`src/common/tmr8_pkg.sv`:
```
// tmr8_pkg: shared constants and carrier types for the 8-bit timer/counter.
// assumes one 250 MHz clock and a plain strobe-based register port.
package tmr8_pkg;
    // ----------------------------------------------------------------
    // register offsets (own map)
    // ----------------------------------------------------------------
    localparam logic [2:0] TMR8_ADDR_CTRL_A = 3'h0;  // comA, comB, wgm1:0
    localparam logic [2:0] TMR8_ADDR_CTRL_B = 3'h1;  // force a/b, wgm2, clock select
    localparam logic [2:0] TMR8_ADDR_COUNT = 3'h2;   // counter_value
    localparam logic [2:0] TMR8_ADDR_CMP_A = 3'h3;   // compare_a_value
    localparam logic [2:0] TMR8_ADDR_CMP_B = 3'h4;   // compare_b_value
    localparam logic [2:0] TMR8_ADDR_FLAGS = 3'h5;   // flags, write one to clear
    localparam logic [2:0] TMR8_ADDR_OUTS = 3'h6;    // compare output state, writable
    // ----------------------------------------------------------------
    // field positions
    // ----------------------------------------------------------------
    localparam int TMR8_COMA_LSB = 6;
    localparam int TMR8_COMB_LSB = 4;
    localparam int TMR8_WGM_LSB = 0;
    localparam int TMR8_FOCA_BIT = 7;
    localparam int TMR8_FOCB_BIT = 6;
    localparam int TMR8_WGM2_BIT = 3;
    localparam int TMR8_CS_LSB = 0;
    localparam int TMR8_OVF_BIT = 0;
    localparam int TMR8_CMPA_BIT = 1;
    localparam int TMR8_CMPB_BIT = 2;
    localparam int TMR8_OCA_BIT = 0;  // output-state register, channel A
    localparam int TMR8_OCB_BIT = 1;  // output-state register, channel B
    // ----------------------------------------------------------------
    // values
    // ----------------------------------------------------------------
    localparam logic [7:0] TMR8_BOTTOM = 8'h00;
    localparam logic [7:0] TMR8_MAX = 8'hFF;
    localparam logic [7:0] TMR8_RESET_BYTE = 8'h00;
    localparam logic [1:0] TMR8_COM_OFF = 2'h0;
    localparam logic [1:0] TMR8_COM_TOGGLE = 2'h1;
    localparam logic [1:0] TMR8_COM_CLEAR = 2'h2;
    localparam logic [1:0] TMR8_COM_SET = 2'h3;
    localparam logic [2:0] TMR8_WGM_NORMAL = 3'h0;
    localparam logic [2:0] TMR8_WGM_CTC = 3'h2;
    localparam logic [2:0] TMR8_WGM_FAST = 3'h3;
    localparam logic [2:0] TMR8_WGM_FAST_OCRA = 3'h7;
    // prescale divisors and clock selects
    localparam logic [2:0] TMR8_CS_STOP = 3'h0;
    localparam logic [2:0] TMR8_CS_DIV1 = 3'h1;
    localparam logic [2:0] TMR8_CS_DIV8 = 3'h2;
    localparam logic [2:0] TMR8_CS_DIV64 = 3'h3;
    localparam logic [2:0] TMR8_CS_DIV256 = 3'h4;
    localparam logic [2:0] TMR8_CS_DIV1024 = 3'h5;
    localparam logic [9:0] TMR8_PRE_8 = 10'h007;
    localparam logic [9:0] TMR8_PRE_64 = 10'h03F;
    localparam logic [9:0] TMR8_PRE_256 = 10'h0FF;
    localparam logic [9:0] TMR8_PRE_1024 = 10'h3FF;

    // ----------------------------------------------------------------
    // carrier types
    // ----------------------------------------------------------------
    // register port request
    typedef struct packed {
        logic [2:0] addr;
        logic [7:0] wdata;
        logic wr;
        logic rd;
    } tmr8_bus_t;

    // one compare channel's pin view
    typedef struct packed {
        logic pin_value;
        logic pin_oe_n;
    } tmr8_pin_t;

    // whole state of the block
    typedef struct packed {
        logic [9:0] presc;
        logic [7:0] count;
        logic [7:0] cmp_a;
        logic [7:0] cmp_b;
        logic [7:0] cmp_a_buf;
        logic [7:0] cmp_b_buf;
        logic [1:0] com_a;
        logic [1:0] com_b;
        logic [2:0] wgm;
        logic [2:0] cs;
        logic ovf;
        logic flag_a;
        logic flag_b;
        logic oc_a;
        logic oc_b;
        logic [7:0] rdata;
    } tmr8_state_t;
endpackage : tmr8_pkg

```
`src/verilog/tmr8_timer.sv`:
```
// tmr8_timer: 8-bit timer/counter with two compare channels (A, B),
// normal, clear-on-match and fast PWM waveform modes.
// assumes all inputs synchronous to mclk_in; the port-direction bits
// come from the surrounding GPIO block.
//
// Summary of operation
// - compare mode zero leaves output untouched
// - new compare mode acts from next match
// - force strobe applies action in non-PWM
// - counting depends only on waveform mode
// - mode 0 counts up, wraps FF to 00
// - normal mode overflow set when count hits zero
// - counter writable anytime in normal mode
// - mode 2 clears counter on compare A
// - clear-on-match sets compare A flag at top
// - unbuffered compare A may miss match
// - clear-on-match compare mode 1 toggles A
// - pin driven only when direction is output
// - clear-on-match overflow at MAX to 00
// - prescale 1, 8, 64, 256, 1024
// - modes 3/7 single slope, top FF or A
// - fast PWM clear on match, set at bottom
// - compare mode 2 normal, 3 inverted PWM
// - fast PWM toggle A only with bit2
// - fast PWM clears the cycle after top
// - fast PWM overflow set at top
// - output state loadable before enabling pin
// - non-PWM encodings off, toggle, clear, set
// - nonzero compare mode overrides port output
// - fast PWM compare values double buffered
`timescale 1ns/1ps
`default_nettype none

module tmr8_timer #(
    parameter int COUNT_WIDTH = 8  // counter width; only 8 is served
) (
    // clock and reset
    input wire logic mclk_in,
    input wire logic reset_n_in,
    // register port
    input wire logic [2:0] reg_addr_in,
    input wire logic [7:0] reg_wdata_in,
    input wire logic reg_wr_in,
    input wire logic reg_rd_in,
    output logic [7:0] reg_rdata_out,
    // port side
    input wire logic port_a_dir_in,   // pin_direction_bit, high = output
    input wire logic port_b_dir_in,
    input wire logic port_a_gpio_in,  // normal port value when not overridden
    input wire logic port_b_gpio_in,
    output logic channel_a_output_out,
    output logic channel_a_oe_n_out,
    output logic channel_b_output_out,
    output logic channel_b_oe_n_out,
    // flags and enable for the interrupt controller outside
    output logic overflow_flag_out,
    output logic compare_a_flag_out,
    output logic compare_b_flag_out,
    output logic timer_tick_out
);
    // ----------------------------------------------------------------
    // elaboration check
    // ----------------------------------------------------------------
    if (COUNT_WIDTH != 8) begin : g_bad_width
        $error("tmr8_timer only supports an 8-bit counter");
    end

    // ----------------------------------------------------------------
    // helpers
    // ----------------------------------------------------------------
    // pwm modes are those with both low mode bits set
    function automatic logic is_pwm(input logic [2:0] wgm);
        is_pwm = (wgm == tmr8_pkg::TMR8_WGM_FAST) || (wgm == tmr8_pkg::TMR8_WGM_FAST_OCRA);
    endfunction : is_pwm

    // non-PWM action on a compare output for a given compare mode
    function automatic logic non_pwm_action(input logic [1:0] com, input logic oc);
        case (com)
            tmr8_pkg::TMR8_COM_TOGGLE: non_pwm_action = ~oc;
            tmr8_pkg::TMR8_COM_CLEAR: non_pwm_action = 1'b0;
            tmr8_pkg::TMR8_COM_SET: non_pwm_action = 1'b1;
            default: non_pwm_action = oc;
        endcase
    endfunction : non_pwm_action

    tmr8_pkg::tmr8_state_t s_q;  // registered state
    tmr8_pkg::tmr8_state_t s_d;  // next state
    tmr8_pkg::tmr8_bus_t bus;    // bundled request

    assign bus = '{addr: reg_addr_in, wdata: reg_wdata_in, wr: reg_wr_in, rd: reg_rd_in};

    // working terms, filled in the comb process
    logic tick;          // timer clock enable
    logic pwm;           // fast PWM selected
    logic [7:0] top;     // current top value
    logic [7:0] eff_a;   // compare A seen by the matcher
    logic [7:0] eff_b;   // compare B seen by the matcher
    logic at_top;        // counter equals top
    logic match_a;       // compare A match this tick
    logic match_b;       // compare B match this tick
    logic wr_count;      // software writing the counter
    logic force_a;       // force strobe A
    logic force_b;       // force strobe B
    logic set_ovf;       // overflow event
    logic [7:0] rd_mux;  // read data next cycle

    // ----------------------------------------------------------------
    // next-state logic
    // ----------------------------------------------------------------
    always_comb begin
        s_d = s_q;
        case (s_q.cs)
            tmr8_pkg::TMR8_CS_DIV1: tick = 1'b1;
            tmr8_pkg::TMR8_CS_DIV8: tick = (s_q.presc & tmr8_pkg::TMR8_PRE_8) == tmr8_pkg::TMR8_PRE_8;
            tmr8_pkg::TMR8_CS_DIV64: tick = (s_q.presc & tmr8_pkg::TMR8_PRE_64) == tmr8_pkg::TMR8_PRE_64;
            tmr8_pkg::TMR8_CS_DIV256: tick = (s_q.presc & tmr8_pkg::TMR8_PRE_256) == tmr8_pkg::TMR8_PRE_256;
            tmr8_pkg::TMR8_CS_DIV1024: tick = s_q.presc == tmr8_pkg::TMR8_PRE_1024;
            default: tick = 1'b0;  // stopped or reserved select
        endcase
        // free-running prescaler; wraps at 1024
        s_d.presc = s_q.presc + 10'h001;

        pwm = is_pwm(s_q.wgm);
        // clear-on-match uses the live value, so a late write misses
        eff_a = pwm ? s_q.cmp_a_buf : s_q.cmp_a;
        eff_b = pwm ? s_q.cmp_b_buf : s_q.cmp_b;
        // top is MAX in mode 3, compare A in mode 7
        case (s_q.wgm)
            tmr8_pkg::TMR8_WGM_CTC: top = s_q.cmp_a;
            tmr8_pkg::TMR8_WGM_FAST_OCRA: top = s_q.cmp_a_buf;
            default: top = tmr8_pkg::TMR8_MAX;
        endcase
        at_top = s_q.count == top;
        wr_count = bus.wr && (bus.addr == tmr8_pkg::TMR8_ADDR_COUNT);
        // a software counter write blocks a match in that cycle
        match_a = tick && !wr_count && (s_q.count == eff_a);
        match_b = tick && !wr_count && (s_q.count == eff_b);
        force_a = bus.wr && (bus.addr == tmr8_pkg::TMR8_ADDR_CTRL_B)
                  && bus.wdata[tmr8_pkg::TMR8_FOCA_BIT] && !pwm;
        force_b = bus.wr && (bus.addr == tmr8_pkg::TMR8_ADDR_CTRL_B)
                  && bus.wdata[tmr8_pkg::TMR8_FOCB_BIT] && !pwm;
        set_ovf = 1'b0;

        // counter; sequence from waveform mode only
        if (tick && !wr_count) begin
            case (s_q.wgm)
                tmr8_pkg::TMR8_WGM_CTC: begin
                    if (at_top) begin
                        s_d.count = tmr8_pkg::TMR8_BOTTOM;
                    end else begin
                        s_d.count = s_q.count + 8'h01;
                    end
                    // overflow only on MAX to 00
                    set_ovf = (s_q.count == tmr8_pkg::TMR8_MAX);
                end
                tmr8_pkg::TMR8_WGM_FAST, tmr8_pkg::TMR8_WGM_FAST_OCRA: begin
                    // clear on the tick after top
                    if (at_top) begin
                        s_d.count = tmr8_pkg::TMR8_BOTTOM;
                        s_d.cmp_a_buf = s_q.cmp_a;
                        s_d.cmp_b_buf = s_q.cmp_b;
                    end else begin
                        s_d.count = s_q.count + 8'h01;
                    end
                    set_ovf = at_top;
                end
                default: begin
                    // always up, wrap FF to 00
                    s_d.count = s_q.count + 8'h01;
                    set_ovf = (s_q.count == tmr8_pkg::TMR8_MAX);
                end
            endcase
        end

        // ---- compare outputs
        if (pwm) begin
            // mode 2 non-inverted, mode 3 inverted
            // match clears (or sets), bottom sets (or clears)
            if (s_q.com_a[1]) begin
                if (match_a) begin
                    s_d.oc_a = s_q.com_a[0];
                end else if (tick && at_top) begin
                    s_d.oc_a = ~s_q.com_a[0];
                end
            end else if (s_q.com_a == tmr8_pkg::TMR8_COM_TOGGLE && s_q.wgm[2] && match_a) begin
                // toggle on A only with mode bit 2
                s_d.oc_a = ~s_q.oc_a;
            end
            // channel B has no toggle choice in PWM
            if (s_q.com_b[1]) begin
                if (match_b) begin
                    s_d.oc_b = s_q.com_b[0];
                end else if (tick && at_top) begin
                    s_d.oc_b = ~s_q.com_b[0];
                end
            end
        end else begin
            // toggle via mode 1 in clear-on-match
            if (match_a || force_a) begin
                s_d.oc_a = non_pwm_action(s_q.com_a, s_q.oc_a);
            end
            if (match_b || force_b) begin
                s_d.oc_b = non_pwm_action(s_q.com_b, s_q.oc_b);
            end
        end

        // ---- flags; set wins over a clear in the same cycle
        if (bus.wr && bus.addr == tmr8_pkg::TMR8_ADDR_FLAGS) begin
            if (bus.wdata[tmr8_pkg::TMR8_OVF_BIT]) begin
                s_d.ovf = 1'b0;
            end
            if (bus.wdata[tmr8_pkg::TMR8_CMPA_BIT]) begin
                s_d.flag_a = 1'b0;
            end
            if (bus.wdata[tmr8_pkg::TMR8_CMPB_BIT]) begin
                s_d.flag_b = 1'b0;
            end
        end
        if (set_ovf) begin
            s_d.ovf = 1'b1;
        end
        // compare A flag at match (top in clear-on-match)
        if (match_a) begin
            s_d.flag_a = 1'b1;
        end
        if (match_b) begin
            s_d.flag_b = 1'b1;
        end

        // register writes; new modes act from next match
        if (bus.wr) begin
            case (bus.addr)
                tmr8_pkg::TMR8_ADDR_CTRL_A: begin
                    s_d.com_a = bus.wdata[tmr8_pkg::TMR8_COMA_LSB +: 2];
                    s_d.com_b = bus.wdata[tmr8_pkg::TMR8_COMB_LSB +: 2];
                    s_d.wgm[1:0] = bus.wdata[tmr8_pkg::TMR8_WGM_LSB +: 2];
                end
                tmr8_pkg::TMR8_ADDR_CTRL_B: begin
                    s_d.wgm[2] = bus.wdata[tmr8_pkg::TMR8_WGM2_BIT];
                    s_d.cs = bus.wdata[tmr8_pkg::TMR8_CS_LSB +: 3];
                end
                tmr8_pkg::TMR8_ADDR_COUNT: s_d.count = bus.wdata;
                tmr8_pkg::TMR8_ADDR_CMP_A: s_d.cmp_a = bus.wdata;
                tmr8_pkg::TMR8_ADDR_CMP_B: s_d.cmp_b = bus.wdata;
                tmr8_pkg::TMR8_ADDR_OUTS: begin
                    s_d.oc_a = bus.wdata[tmr8_pkg::TMR8_OCA_BIT];
                    s_d.oc_b = bus.wdata[tmr8_pkg::TMR8_OCB_BIT];
                end
                default: ;  // flags handled above, others ignored
            endcase
        end
        // outside PWM the buffers follow so entry into PWM starts clean
        if (!is_pwm(s_d.wgm) || !pwm) begin
            s_d.cmp_a_buf = s_d.cmp_a;
            s_d.cmp_b_buf = s_d.cmp_b;
        end

        // ---- read data, valid the cycle after the strobe
        case (bus.addr)
            tmr8_pkg::TMR8_ADDR_CTRL_A: rd_mux = {s_q.com_a, s_q.com_b, 2'h0, s_q.wgm[1:0]};
            tmr8_pkg::TMR8_ADDR_CTRL_B: rd_mux = {4'h0, s_q.wgm[2], s_q.cs};
            tmr8_pkg::TMR8_ADDR_COUNT: rd_mux = s_q.count;
            tmr8_pkg::TMR8_ADDR_CMP_A: rd_mux = s_q.cmp_a;
            tmr8_pkg::TMR8_ADDR_CMP_B: rd_mux = s_q.cmp_b;
            tmr8_pkg::TMR8_ADDR_FLAGS: rd_mux = {5'h00, s_q.flag_b, s_q.flag_a, s_q.ovf};
            tmr8_pkg::TMR8_ADDR_OUTS: rd_mux = {6'h00, s_q.oc_b, s_q.oc_a};
            default: rd_mux = 8'h00;  // unmapped reads zero
        endcase
        s_d.rdata = bus.rd ? rd_mux : 8'h00;
    end

    // ----------------------------------------------------------------
    // state register
    // ----------------------------------------------------------------
    always_ff @(posedge mclk_in or negedge reset_n_in) begin
        if (!reset_n_in) begin
            s_q <= '0;
        end else begin
            s_q <= s_d;
        end
    end

    // ----------------------------------------------------------------
    // outputs
    // ----------------------------------------------------------------
    assign reg_rdata_out = s_q.rdata;
    // nonzero compare mode overrides the port value
    assign channel_a_output_out = (s_q.com_a != tmr8_pkg::TMR8_COM_OFF) ? s_q.oc_a : port_a_gpio_in;
    assign channel_b_output_out = (s_q.com_b != tmr8_pkg::TMR8_COM_OFF) ? s_q.oc_b : port_b_gpio_in;
    // drive only when the direction bit says output
    assign channel_a_oe_n_out = ~port_a_dir_in;
    assign channel_b_oe_n_out = ~port_b_dir_in;
    assign overflow_flag_out = s_q.ovf;
    assign compare_a_flag_out = s_q.flag_a;
    assign compare_b_flag_out = s_q.flag_b;
    assign timer_tick_out = tick;
endmodule : tmr8_timer

`default_nettype wire
```
`config.mk`:
```
export PLATFORM = sky130hd
export DESIGN_NAME = tmr8_timer
export DESIGN_NICKNAME = d
export VERILOG_FILES = /design/src/common/tmr8_pkg.sv /design/src/verilog/tmr8_timer.sv
export SDC_FILE = /design/constraint.sdc
export NUM_CORES = 1
export LEC_CHECK = 0
export BUFFER_PORTS_ARGS = -buffer_cell sky130_fd_sc_hd__buf_2
export CAP_MARGIN = 20
export CORE_ASPECT_RATIO = 1.5
export CORE_MARGIN = 2
export CORE_UTILIZATION = 51
export CTS_CLUSTER_DIAMETER = 80
export DETAILED_ROUTE_END_ITERATION = 6
export PLACE_DENSITY = 0.75
export SYNTH_ARGS = -nofsm -noshare
export SYNTH_HDL_FRONTEND = slang
export SYNTH_SLANG_ARGS = --single-unit
```
`constraint.sdc`:
```
create_clock -name mclk_in -period 6.1 [get_ports mclk_in]
set_input_delay 1.22 -clock mclk_in [delete_from_list [all_inputs] [get_ports mclk_in]]
set_output_delay 1.22 -clock mclk_in [all_outputs]
set_load 0.005 [all_outputs]
```
==> metrics.txt, run 1 <==
Pins Over Slew Limit=0; Final TNS setup=0 ps; synth warn=0; Port Buffers=34; Critical Path Slowest Stage Cell=dfrtp_1; achievable frequency=262 MHz; setup violation total in the final timing report=0; final clock skew=9.67 ps; FFs w/ async S/R, synth=100%; largest net degree at the start of global routing=74; share of cells above drive strength 1=17.0%; leading cell types in the layout, fill and taps excluded=73 x dfrtp_1, 44 x nor2_1, 40 x nand2_1, 34 x buf_2, 28 x mux2i_1; Setup crit end kind=flip-flop; Synth Cell Area=4680 sq um; Avg Cell Area, Syn=9.22 sq um; 1st-iter DRT viols=347; CTS tree=built; crit-path leading delay family=simple AND/OR/NAND/NOR gates; row count=42; DP Area=4780 sq um; n_diodes=0; Antenna Nets Post-Route=0; Final Wtd Congestion=0.974; RSZ-0062 raised after global routing=false; post-CTS setup buffers=0; IO Pins=35; TritonCTS Buffers=9; Tcrit/Tclk final=62.6%; xor/xnor cell area share of the yosys netlist=3.56%; worst reg2reg startpoint=s_q[16]; DP HPWL=9.26 mm; vias in the first global route=3958; first-pass GRT wire length=20.9 mm; largest family of logic cells by synthesized area=simple AND/OR/NAND/NOR gates; sequence of cells on the critical path=nand2_1, mux2_2, a32oi_1, o211ai_1, nor3_1, a31oi_1, o311ai_1, o221ai_1; start point of the critical path=s_q[16]; crit-path max cell delay=870 ps; Worst EP arrival=4020 ps; clk root buf=clkbuf_16; fin nets=535; Die Height=121 um; Vias/cell=6.44; post-synth cell types=61; sequential share of the synthesized area=39.1%; Worst Hold Class=flip-flop to flip-flop; Setup CP Type=flip-flop to flip-flop; Clk Latency, worst-skew pair=340 ps; Mapped Nets=529; CP Buf/Inv Count=0; hold-fix buffers at CTS=0; post-synthesis adder-cell area fraction=0.803%; synthesis-stage register bit count=73; routed via count=4047; fin crit period=3820 ps; Synth Area in Simple Gates=21.0%; initial core utilization=52.6%; Die ar.=9970 sq um; Core ar.=8880 sq um; Finished Cell Area=5060 sq um; Critical Path Source Type=flip-flop; Syn Inst Count=507; area delta synth->final=8.27%; DIE WIDTH=82.2 um; Rel. slew slack=30.3%; Synth Flop Type=dfrtp_1; flop2flop setup slack=2280 ps; Post-synth EDFFs=0; WP data required=6300 ps; gr ovfl total=0; initial antenna violation count=0; deepest clock path buffer count=2; top cells by area, synth=dfrtp_1 39%, mux2_2 6.3%, mux2i_1 6.0%; DRC=0; VDD IR max=0.205 mV; compound-gate portion of the synthesized area=16.3%; H-Tree Level Count=3; Sink Count=73; Worst-Margin Slew=1050 ps; first-pass detailed-route iteration total=5; multiplexer share of the synthesized area=13.0%; pwr dens=370 nW/um^2; clock slew at reported path FFs=60 ps; worst hold start=s_q[68]; critical-path maximum fanout=26; post-CTS resize count=0; Post-Route WL=13.1 mm; max_cap viols=0; commonest non-fill, non-tap cell in the layout=dfrtp_1; area leader, netlist=dfrtp_1; Tot GR Track Use=28.5%; P_leak=2.21 nW; Synth top area share=39.1%; number of hold violations in the final report=0; status=finished, final reports clean; wire per inst=20.8 um
registers in the layout, indices dropped and copies added (netlist names), named ones only:
signal and count:
s_q 61, reg_rdata_out 8, compare_b_flag_out 1, overflow_flag_out 1
compare_a_flag_out 1
power breakdown:
group	internal [W]	switching, W	total, W
registers	0.000587	0.000240	0.000827
logic	0.000266	0.000277	0.000543
clock network	0.000282	0.000222	0.000504
layer usage:
layer	vias up	global-route usage, %	routed length, um
li1	1838	-	-
met1	1969	35.0	5010
met2	168	45.4	6440
met3	72	5.43	768
met4	0	17.2	863
met5	-	0	0
kinds of logic after synthesis:
kind of cell	Yosys count
AO/OA/AOI/OAI	114
XOR/XNOR	19
adder cells (fa/ha/maj)	3
buffers and inverters	60
flip-flops	73
multiplexers	56
AND/OR/NAND/NOR	182
Yosys cell counts (6+ instances only):
library cell,number
a21oi_1,22
a31oi_1,15
and3_1,10
buf_2,7
buf_4,9
clkbuf_1,20
dfrtp_1,73
inv_1,19
mux2_2,26
mux2i_1,28
nand2_1,40
nand2b_1,15
nand3_1,15
nand4_1,8
nor2_1,44
nor2b_1,12
nor3_1,10
o211ai_1,6
o21ai_0,26
xnor2_1,10
xor2_1,9
final timing paths:
path,end,cells after the start
min reg2reg,s_q[68],1
min,s_q[68],1
max reg2reg,s_q[9],8
max in group asynchronous,s_q[16],2
max,s_q[9],8
min in group asynchronous,compare_b_flag_out,2
cell type report:
cell class | count | area (sq um)
flip-flops and latches | 73 | 1830
clock inverters | 7 | 61.3
inverters | 19 | 71.3
repair buffers | 36 | 185
multi-input cells | 374 | 2550
clock buffers | 9 | 225
well taps | 110 | 138
fillers | 791 | 3820
per-stage QoR:
stage | utilization, % | hold WS [ps] | total power (W) | setup WS, ps | instances
floorplan | - | 422 | 0.00118 | 2940 | 507
global placement | 53.8 | 452 | 0.00135 | 2320 | 612
detailed placement | 53.8 | 457 | 0.00136 | 2210 | 612
CTS | 57.0 | 470 | 0.00187 | 2400 | 628
global route | 57.0 | 486 | 0.00198 | 2030 | 628
finish | 57.0 | 467 | 0.00187 | 2280 | 628
worst register-to-register path, cell delays in order, from the launching register on:
cell and delay (ps):
dfrtp_1 870, nand2_1 770, mux2_2 500, a32oi_1 190, o211ai_1 260, nor3_1 490
a31oi_1 160, o311ai_1 270, o221ai_1 170
Power figures use the tool's default switching activity.
==> run 2: changes to the inputs <==
ABC_AREA = 1   (was default)
PLACE_DENSITY = 0.78   (was 0.75)
clock period = 3.2 ns   (was 6.1 ns; I/O delays follow)
==> run 2 against run 1 <==
  * Sequential power increased by 69%
  * Final cell count is 20% higher
  * Clock power grew 85%
  * Die area is 5.1% lower
  * Cell area decreased by 2.5%
  * Count of clock-buffer cells in the layout increased by 1
  * First-iteration DRC count is 87% higher
  * Largest power group unchanged
  * Largest cell class unchanged
  * Sequential share of layout area is 0.93 points higher
  * Utilization is 1.7 points higher
  * Critical path depth up 7
  * Synthesized cell count increased by 20%
  * Clock skew is 3.2 ps lower
==> metrics.txt, run 2 <==
post-synth cell types=35 (-43%); first-pass GRT wire length=21.2 mm (+1.3%); synth warn=0 (unchanged); WP data required=3460 ps (-2840 ps); clock slew at reported path FFs=60 ps (about the same); pwr dens=733 nW/um^2 (+98%); leading cell types in the layout, fill and taps excluded=180 x nand2_1, 73 x dfrtp_1, 70 x inv_1, 53 x nand3_1, 53 x o21ai_0; wire per inst=17.9 um (-14%); Post-synth EDFFs=0 (unchanged); Post-Route WL=13.5 mm (+2.9%); post-CTS resize count=0 (unchanged); worst r2r path cells=15 (+7); Syn Inst Count=609 (+20%); crit-path max cell delay=470 ps (-400 ps); fin crit period=2840 ps (-972 ps); Vias/cell=5.96 (-7.6%); fin nets=663 (+24%); VDD IR max=0.400 mV (+96%); synthesis-stage register bit count=73 (unchanged); first-pass detailed-route iteration total=6 (+1); most used cell, CP=nand2_1; H-Tree Level Count=3 (unchanged); P_leak=2.50 nW (+13%); Worst EP arrival=3110 ps (-910 ps); share of cells above drive strength 1=11.5% (-5.5 points); Sink Count=73 (unchanged); post-CTS setup buffers=0 (unchanged); max_cap viols=0 (unchanged); critical-path maximum fanout=25 (-3.8%); setup violation total in the final timing report=0 (unchanged); largest net degree at the start of global routing=74 (unchanged); Worst Hold Class=input pin to async pin; top-count cell post-synth=nand2_1; Synth Cell Area=4430 sq um (-5.3%); n_diodes=0 (unchanged); max FFs per register=61 (unchanged); sequential share of the synthesized area=41.3% (+2.2 points); area leader, netlist=dfrtp_1; Port Buffers=34 (unchanged); initial antenna violation count=0 (unchanged); Synth Flop Type=dfrtp_1; row count=41 (-2.4%); Worst-Margin Slew=927 ps (-118 ps); Setup crit end kind=flip-flop; DRC=0 (unchanged); area delta synth->final=11.4%; Rel. slew slack=38.2% (+7.9 points); Core ar.=8410 sq um (-5.3%); Die ar.=9460 sq um (-5.1%); Tot GR Track Use=29.4% (+0.92 points); Reg-to-Reg End=s_q[33]; top cells by area, synth=dfrtp_1 41%, nand2_1 15%, nand3_1 6.0%; TritonCTS Buffers=9 (unchanged); CTS tree=built; DP HPWL=9.97 mm (+7.7%); Final Wtd Congestion=1.02 (+5.0%); IO Pins=35 (unchanged); status=finished, final reports clean; 1st-iter DRT viols=650 (+87%); DIE WIDTH=80.1 um (-2.6%); Synth top area share=41.3% (+2.2 points); clk root buf=clkbuf_16; Worst Slack Setup Final=355 ps (-1930 ps); routed via count=4485 (+11%); most instantiated cells after synthesis=180 x nand2_1, 73 x dfrtp_1, 70 x inv_1; Final TNS setup=0 ps (unchanged); Die Height=118 um (-2.6%); vias in the first global route=4146 (+4.7%); FFs w/ async S/R, synth=100% (unchanged); sequence of cells on the critical path=nand2_2, clkinv_2, nand2_2, nand2_4, nand3_1, nand2_1, nand2_1, nand2_1, nor2_4, nand3_2, inv_2, nand2_4, nor2_8, a22oi_1, o21ai_1; deepest clock path buffer count=2 (unchanged); flop2flop setup slack=360 ps (-1930 ps); gr ovfl total=0 (unchanged); number of hold violations in the final report=0 (unchanged); commonest non-fill, non-tap cell in the layout=nand2_1; Clk Latency, worst-skew pair=340 ps (about the same); Antenna Nets Post-Route=0 (unchanged); Setup CP Type=flip-flop to flip-flop; achievable frequency=351 MHz (+34%); Critical Path Source Type=flip-flop; RSZ-0062 raised after global routing=false; initial core utilization=52.6% (about the same); Tcrit/Tclk final=88.9% (+26 points); worst reg2reg startpoint=s_q[16]; Reg with most FFs=s_q; Critical Path Slowest Stage Cell=dfrtp_1; Avg Cell Area, Syn=7.27 sq um (-21%); DP Worst Slack=458 ps (-1750 ps); Pins Over Slew Limit=0 (unchanged); final clock skew=6.45 ps (-3.22 ps); hold-fix buffers at CTS=0 (unchanged); Mapped Nets=631 (+19%)
[run 2: cell types whose count changed in the layout (fill, tap and decap cells not counted), moves of 9 or more]
cell	delta
a22oi_1	+9
a31oi_1	-14
and3_1	-10
inv_1	+51
mux2_2	-26
mux2i_1	-28
nand2_1	+140
nand2b_1	-15
nand3_1	+38
nand4_1	+13
nor2b_1	-12
o21ai_0	+27
[run 2: layout make-up]
cell class / instances / area (sq um)
Fill cell: 774 / 3480
Sequential cell: 73 / 1830
Tap cell: 107 / 134
Timing Repair Buffer: 42 / 233
Clock buffer: 10 / 229
Multi-Input combinational cell: 439 / 2180
Inverter: 76 / 287
Clock inverter: 6 / 42.5
[run 2: critical path, delay by kind of cell, from the launching register on]
| family | cells | cell delay, ps |
|---|---|---|
| AOI/OAI and AO/OA | 2 | 210 |
| buffers and inverters | 2 | 380 |
| DFF | 1 | 470 |
| and+or+nand+nor | 11 | 1710 |
[run 2: how the worst max path moves through the flow]
stage | start | end | cells after the start | slack, ps
5_1_grt | s_q[16] | s_q[33] | 15 | 110
3_3_place_gp | s_q[16] | s_q[35] | 15 | 520
4_1_cts | s_q[63] | timer_tick_out | 8 | 400
6_report | s_q[16] | s_q[33] | 15 | 360
3_5_place_dp | s_q[16] | s_q[35] | 15 | 460
2_1_floorplan | reg_addr_in[0] | s_q[26] | 10 | 890
[run 2: layer usage]
layer	track usage (%)	part of all wire, %
met3	4.98	8.3
met4	20.3	8.0
met1	36.5	37
met5	0	0
met2	45.7	47
[run 2: stage by stage]
stage / std cells / area [sq um] / util (%) / hold slack (ps) / power (W)
3_5_place_dp: 737 / 4660 / 55.4 / 478 / 0.00265
6_report: 753 / 4930 / 58.7 / 422 / 0.00362
3_3_place_gp: 737 / 4660 / 55.4 / 461 / 0.00260
5_1_grt: 753 / 4930 / 58.7 / 504 / 0.00385
2_1_floorplan: 609 / 4430 / - / 344 / 0.00224
4_1_cts: 753 / 4930 / 58.7 / 480 / 0.00359
[run 2: logic make-up (layout without fill, tap and decap cells)]
family / Yosys count / count (layout) / share of synthesized area, %
AO/OA/AOI/OAI: 111 / 111 / 14.4
XOR/XNOR: 18 / 18 / 3.56
adder cells (fa/ha/maj): 3 / 3 / 0.848
buffers and inverters: 97 / 134 / 9.44
flip-flops: 73 / 73 / 41.3
AND/OR/NAND/NOR: 307 / 307 / 30.5
[run 2: where the power goes]
part	internal [W]	switching [W]	total, W
clock network	0.000526	0.000407	0.000932
logic	0.000441	0.000847	0.00129
registers	0.00114	0.000261	0.00140
==> run 3: changes to the inputs <==
CORE_UTILIZATION = 47   (was 51)
PLACE_DENSITY = 0.73   (was 0.78)
REMOVE_ABC_BUFFERS = 1   (was default)
==> run 3 against run 2 <==
  * Critical path depth is 7 lower
  * Final cell count is 0.53% higher
  * First-iteration DRC count is 24% lower
  * Register-to-register slack better by 180 ps
==> metrics.txt, run 3 (synthesis gave the netlist of run 2 again) <==
commonest non-fill, non-tap cell in the layout=nand2_1; Logic pwr share=35.1% (-0.5 points); fin crit period=2670 ps (-178 ps); CTS tree=built; Vias/cell=5.81 (-2.5%); fin cells=757 (+0.53%); Reg with most FFs=s_q; initial antenna violation count=0 (unchanged); most used cell, CP=nand3_1; VDD IR max=0.401 mV (+0.27%); post-CTS setup buffers=0 (unchanged); Post-Route WL=13.8 mm (+2.4%); Final Wtd Congestion=0.954 (-6.8%); final clock skew=7.30 ps (+0.852 ps); Switching Power=0.00152 W (about the same); Antenna Nets Post-Route=0 (unchanged); crit-path max cell delay=390 ps (-80 ps); Worst Hold Class=input pin to async pin; Pins Over Slew Limit=0 (unchanged); clk root buf=clkbuf_16; multi-input logic area=2180 sq um (unchanged); Most Crowded Layer GR=met2; H-Tree Level Count=3 (unchanged); routed via count=4395 (-2.0%); area delta synth->final=12.4%; gr ovfl total=0 (unchanged); Hold WS=436 ps (+14.3 ps); Tcrit/Tclk final=83.3% (-5.6 points); Rel. slew slack=39.1% (+0.90 points); Final TNS setup=0 ps (unchanged); sequential cell area=1830 sq um (unchanged); post-CTS resize count=0 (unchanged); row count=43 (+4.9%); Pint=0.00224 W (+6.7%); Worst EP arrival=2030 ps (-1080 ps); clock power share=27.7% (+1.9 points); Critical Path Source Type=flip-flop; critical-path maximum fanout=6 (-76%); first-pass detailed-route iteration total=5 (-1); Die Height=123 um (+4.0%); Worst-Margin Slew=914 ps (-13.5 ps); P_leak=2.52 nW (+0.66%); Layout fillers=887 (+15%); share of cells above drive strength 1=11.5% (+0.018 points); vias in the first global route=4175 (+0.70%); IO Pins=35 (unchanged); Die ar.=10200 sq um (+8.1%); n_diodes=0 (unchanged); max_cap viols=0 (unchanged); fin nets=662 (-0.15%); Port Buffers=34 (unchanged); wire per inst=18.2 um (+1.8%); deepest clock path buffer count=2 (unchanged); Worst Slack Setup Final=533 ps (+178 ps); Critical Path Slowest Stage Cell=dfrtp_1; number of hold violations in the final report=0 (unchanged); status=finished, final reports clean; WP data required=2560 ps (-900 ps); pwr dens=755 nW/um^2 (+3.0%); hold-fix buffers at CTS=0 (unchanged); clock slew at reported path FFs=50 ps (about the same); 1st-iter DRT viols=492 (-24%); leading cell types in the layout, fill and taps excluded=180 x nand2_1, 73 x dfrtp_1, 70 x inv_1, 53 x nand3_1, 53 x o21ai_0; Sw Ratio=40.3% (-1.5 points); Setup crit end kind=output pin; Setup CP Type=flip-flop to output pin; start point of the critical path=s_q[63]; Core ar.=9200 sq um (+9.4%); Clk Latency, worst-skew pair=330 ps (about the same); met3 Usage GRT=4.57% (-0.41 points); sequence of cells on the critical path=ha_1, nand3_1, nor2_1, nand3_1, nand3_1, nand3_1, inv_1, buf_2; achievable frequency=375 MHz (+6.7%); Sink Count=73 (unchanged); DP Worst Slack=584 ps (+126 ps); part of the power in registers=37.2% (-1.4 points); DRC=0 (unchanged); largest net degree at the start of global routing=74 (unchanged); TritonCTS Buffers=9 (unchanged); DIE WIDTH=83.3 um (+4.0%); initial core utilization=48.1% (-4.5 points); setup violation total in the final timing report=0 (unchanged); Tot GR Track Use=27.5% (-1.9 points); max FFs per register=61 (unchanged); first-pass GRT wire length=21.5 mm (+1.6%); met1 global-route usage=31.2% (-5.3 points); met2 Usage GRT=49.1% (+3.5 points); RSZ-0062 raised after global routing=false; post-placement cell count=741 (+0.54%); DP HPWL=10.4 mm (+4.2%); worst reg2reg startpoint=s_q[16]
run 3: changes by cell type in the layout (fill, tap and decap cells not counted), sizes merged:
cell,previous run,this run
buf,42,41
inv,76,75
clkbuf,10,12
bufinv,0,1
clkinv,4,2
run 3: cell type report:
type	count	share of cell area (%)
Sequential cell	73	36.7
Multi-Input combinational cell	439	43.9
Clock inverter	4	1.01
Tap cell	112	2.81
Inverter	76	5.76
Timing Repair Buffer	41	4.52
Clock buffer	12	5.35
run 3: final timing paths:
kind	endpoint	slack [ps]	cells after the start
setup / recovery	timer_tick_out	530	8
hold / removal	s_q[43]	440	1
hold reg to reg	s_q[70]	490	1
max in group asynchronous	s_q[72]	2150	1
min in group mclk_in	s_q[70]	490	1
setup reg to reg	s_q[34]	540	15
run 3: stage by stage:
step                utilization [%]  area, sq um  total power, W
finish                         54.1         4980         0.00376
CTS                            54.1         4980         0.00374
global route                   54.1         4980         0.00398
global placement               50.7         4660         0.00266
detailed placement             50.7         4660         0.00270
floorplan                         -         4300         0.00220
run 3: per-layer routing:
layer  part of all wire (%)  wire (um)  vias to the layer above
met5                      0          0                        -
met2                     51       7060                      197
met4                    5.5        762                        0
met1                     37       5080                     2072
li1                       -          -                     2076
met3                    6.4        875                       50
run 3: worst max-delay path: cells and delay by family, from the launching register on:
family,cells,cell delay [ps]
simple gates,5,730
flops,1,390
buf+inv,2,380
fa+ha+maj,1,200
run 3: power by group through the flow:
stage | sequential (W) | combinational, W | clock, W
floorplan | 0.00131 | 0.000892 | 0
global placement | 0.00139 | 0.00127 | 0
detailed placement | 0.00140 | 0.00130 | 0
global route | 0.00142 | 0.00147 | 0.00109
finish | 0.00140 | 0.00132 | 0.00104
CTS | 0.00139 | 0.00131 | 0.00105
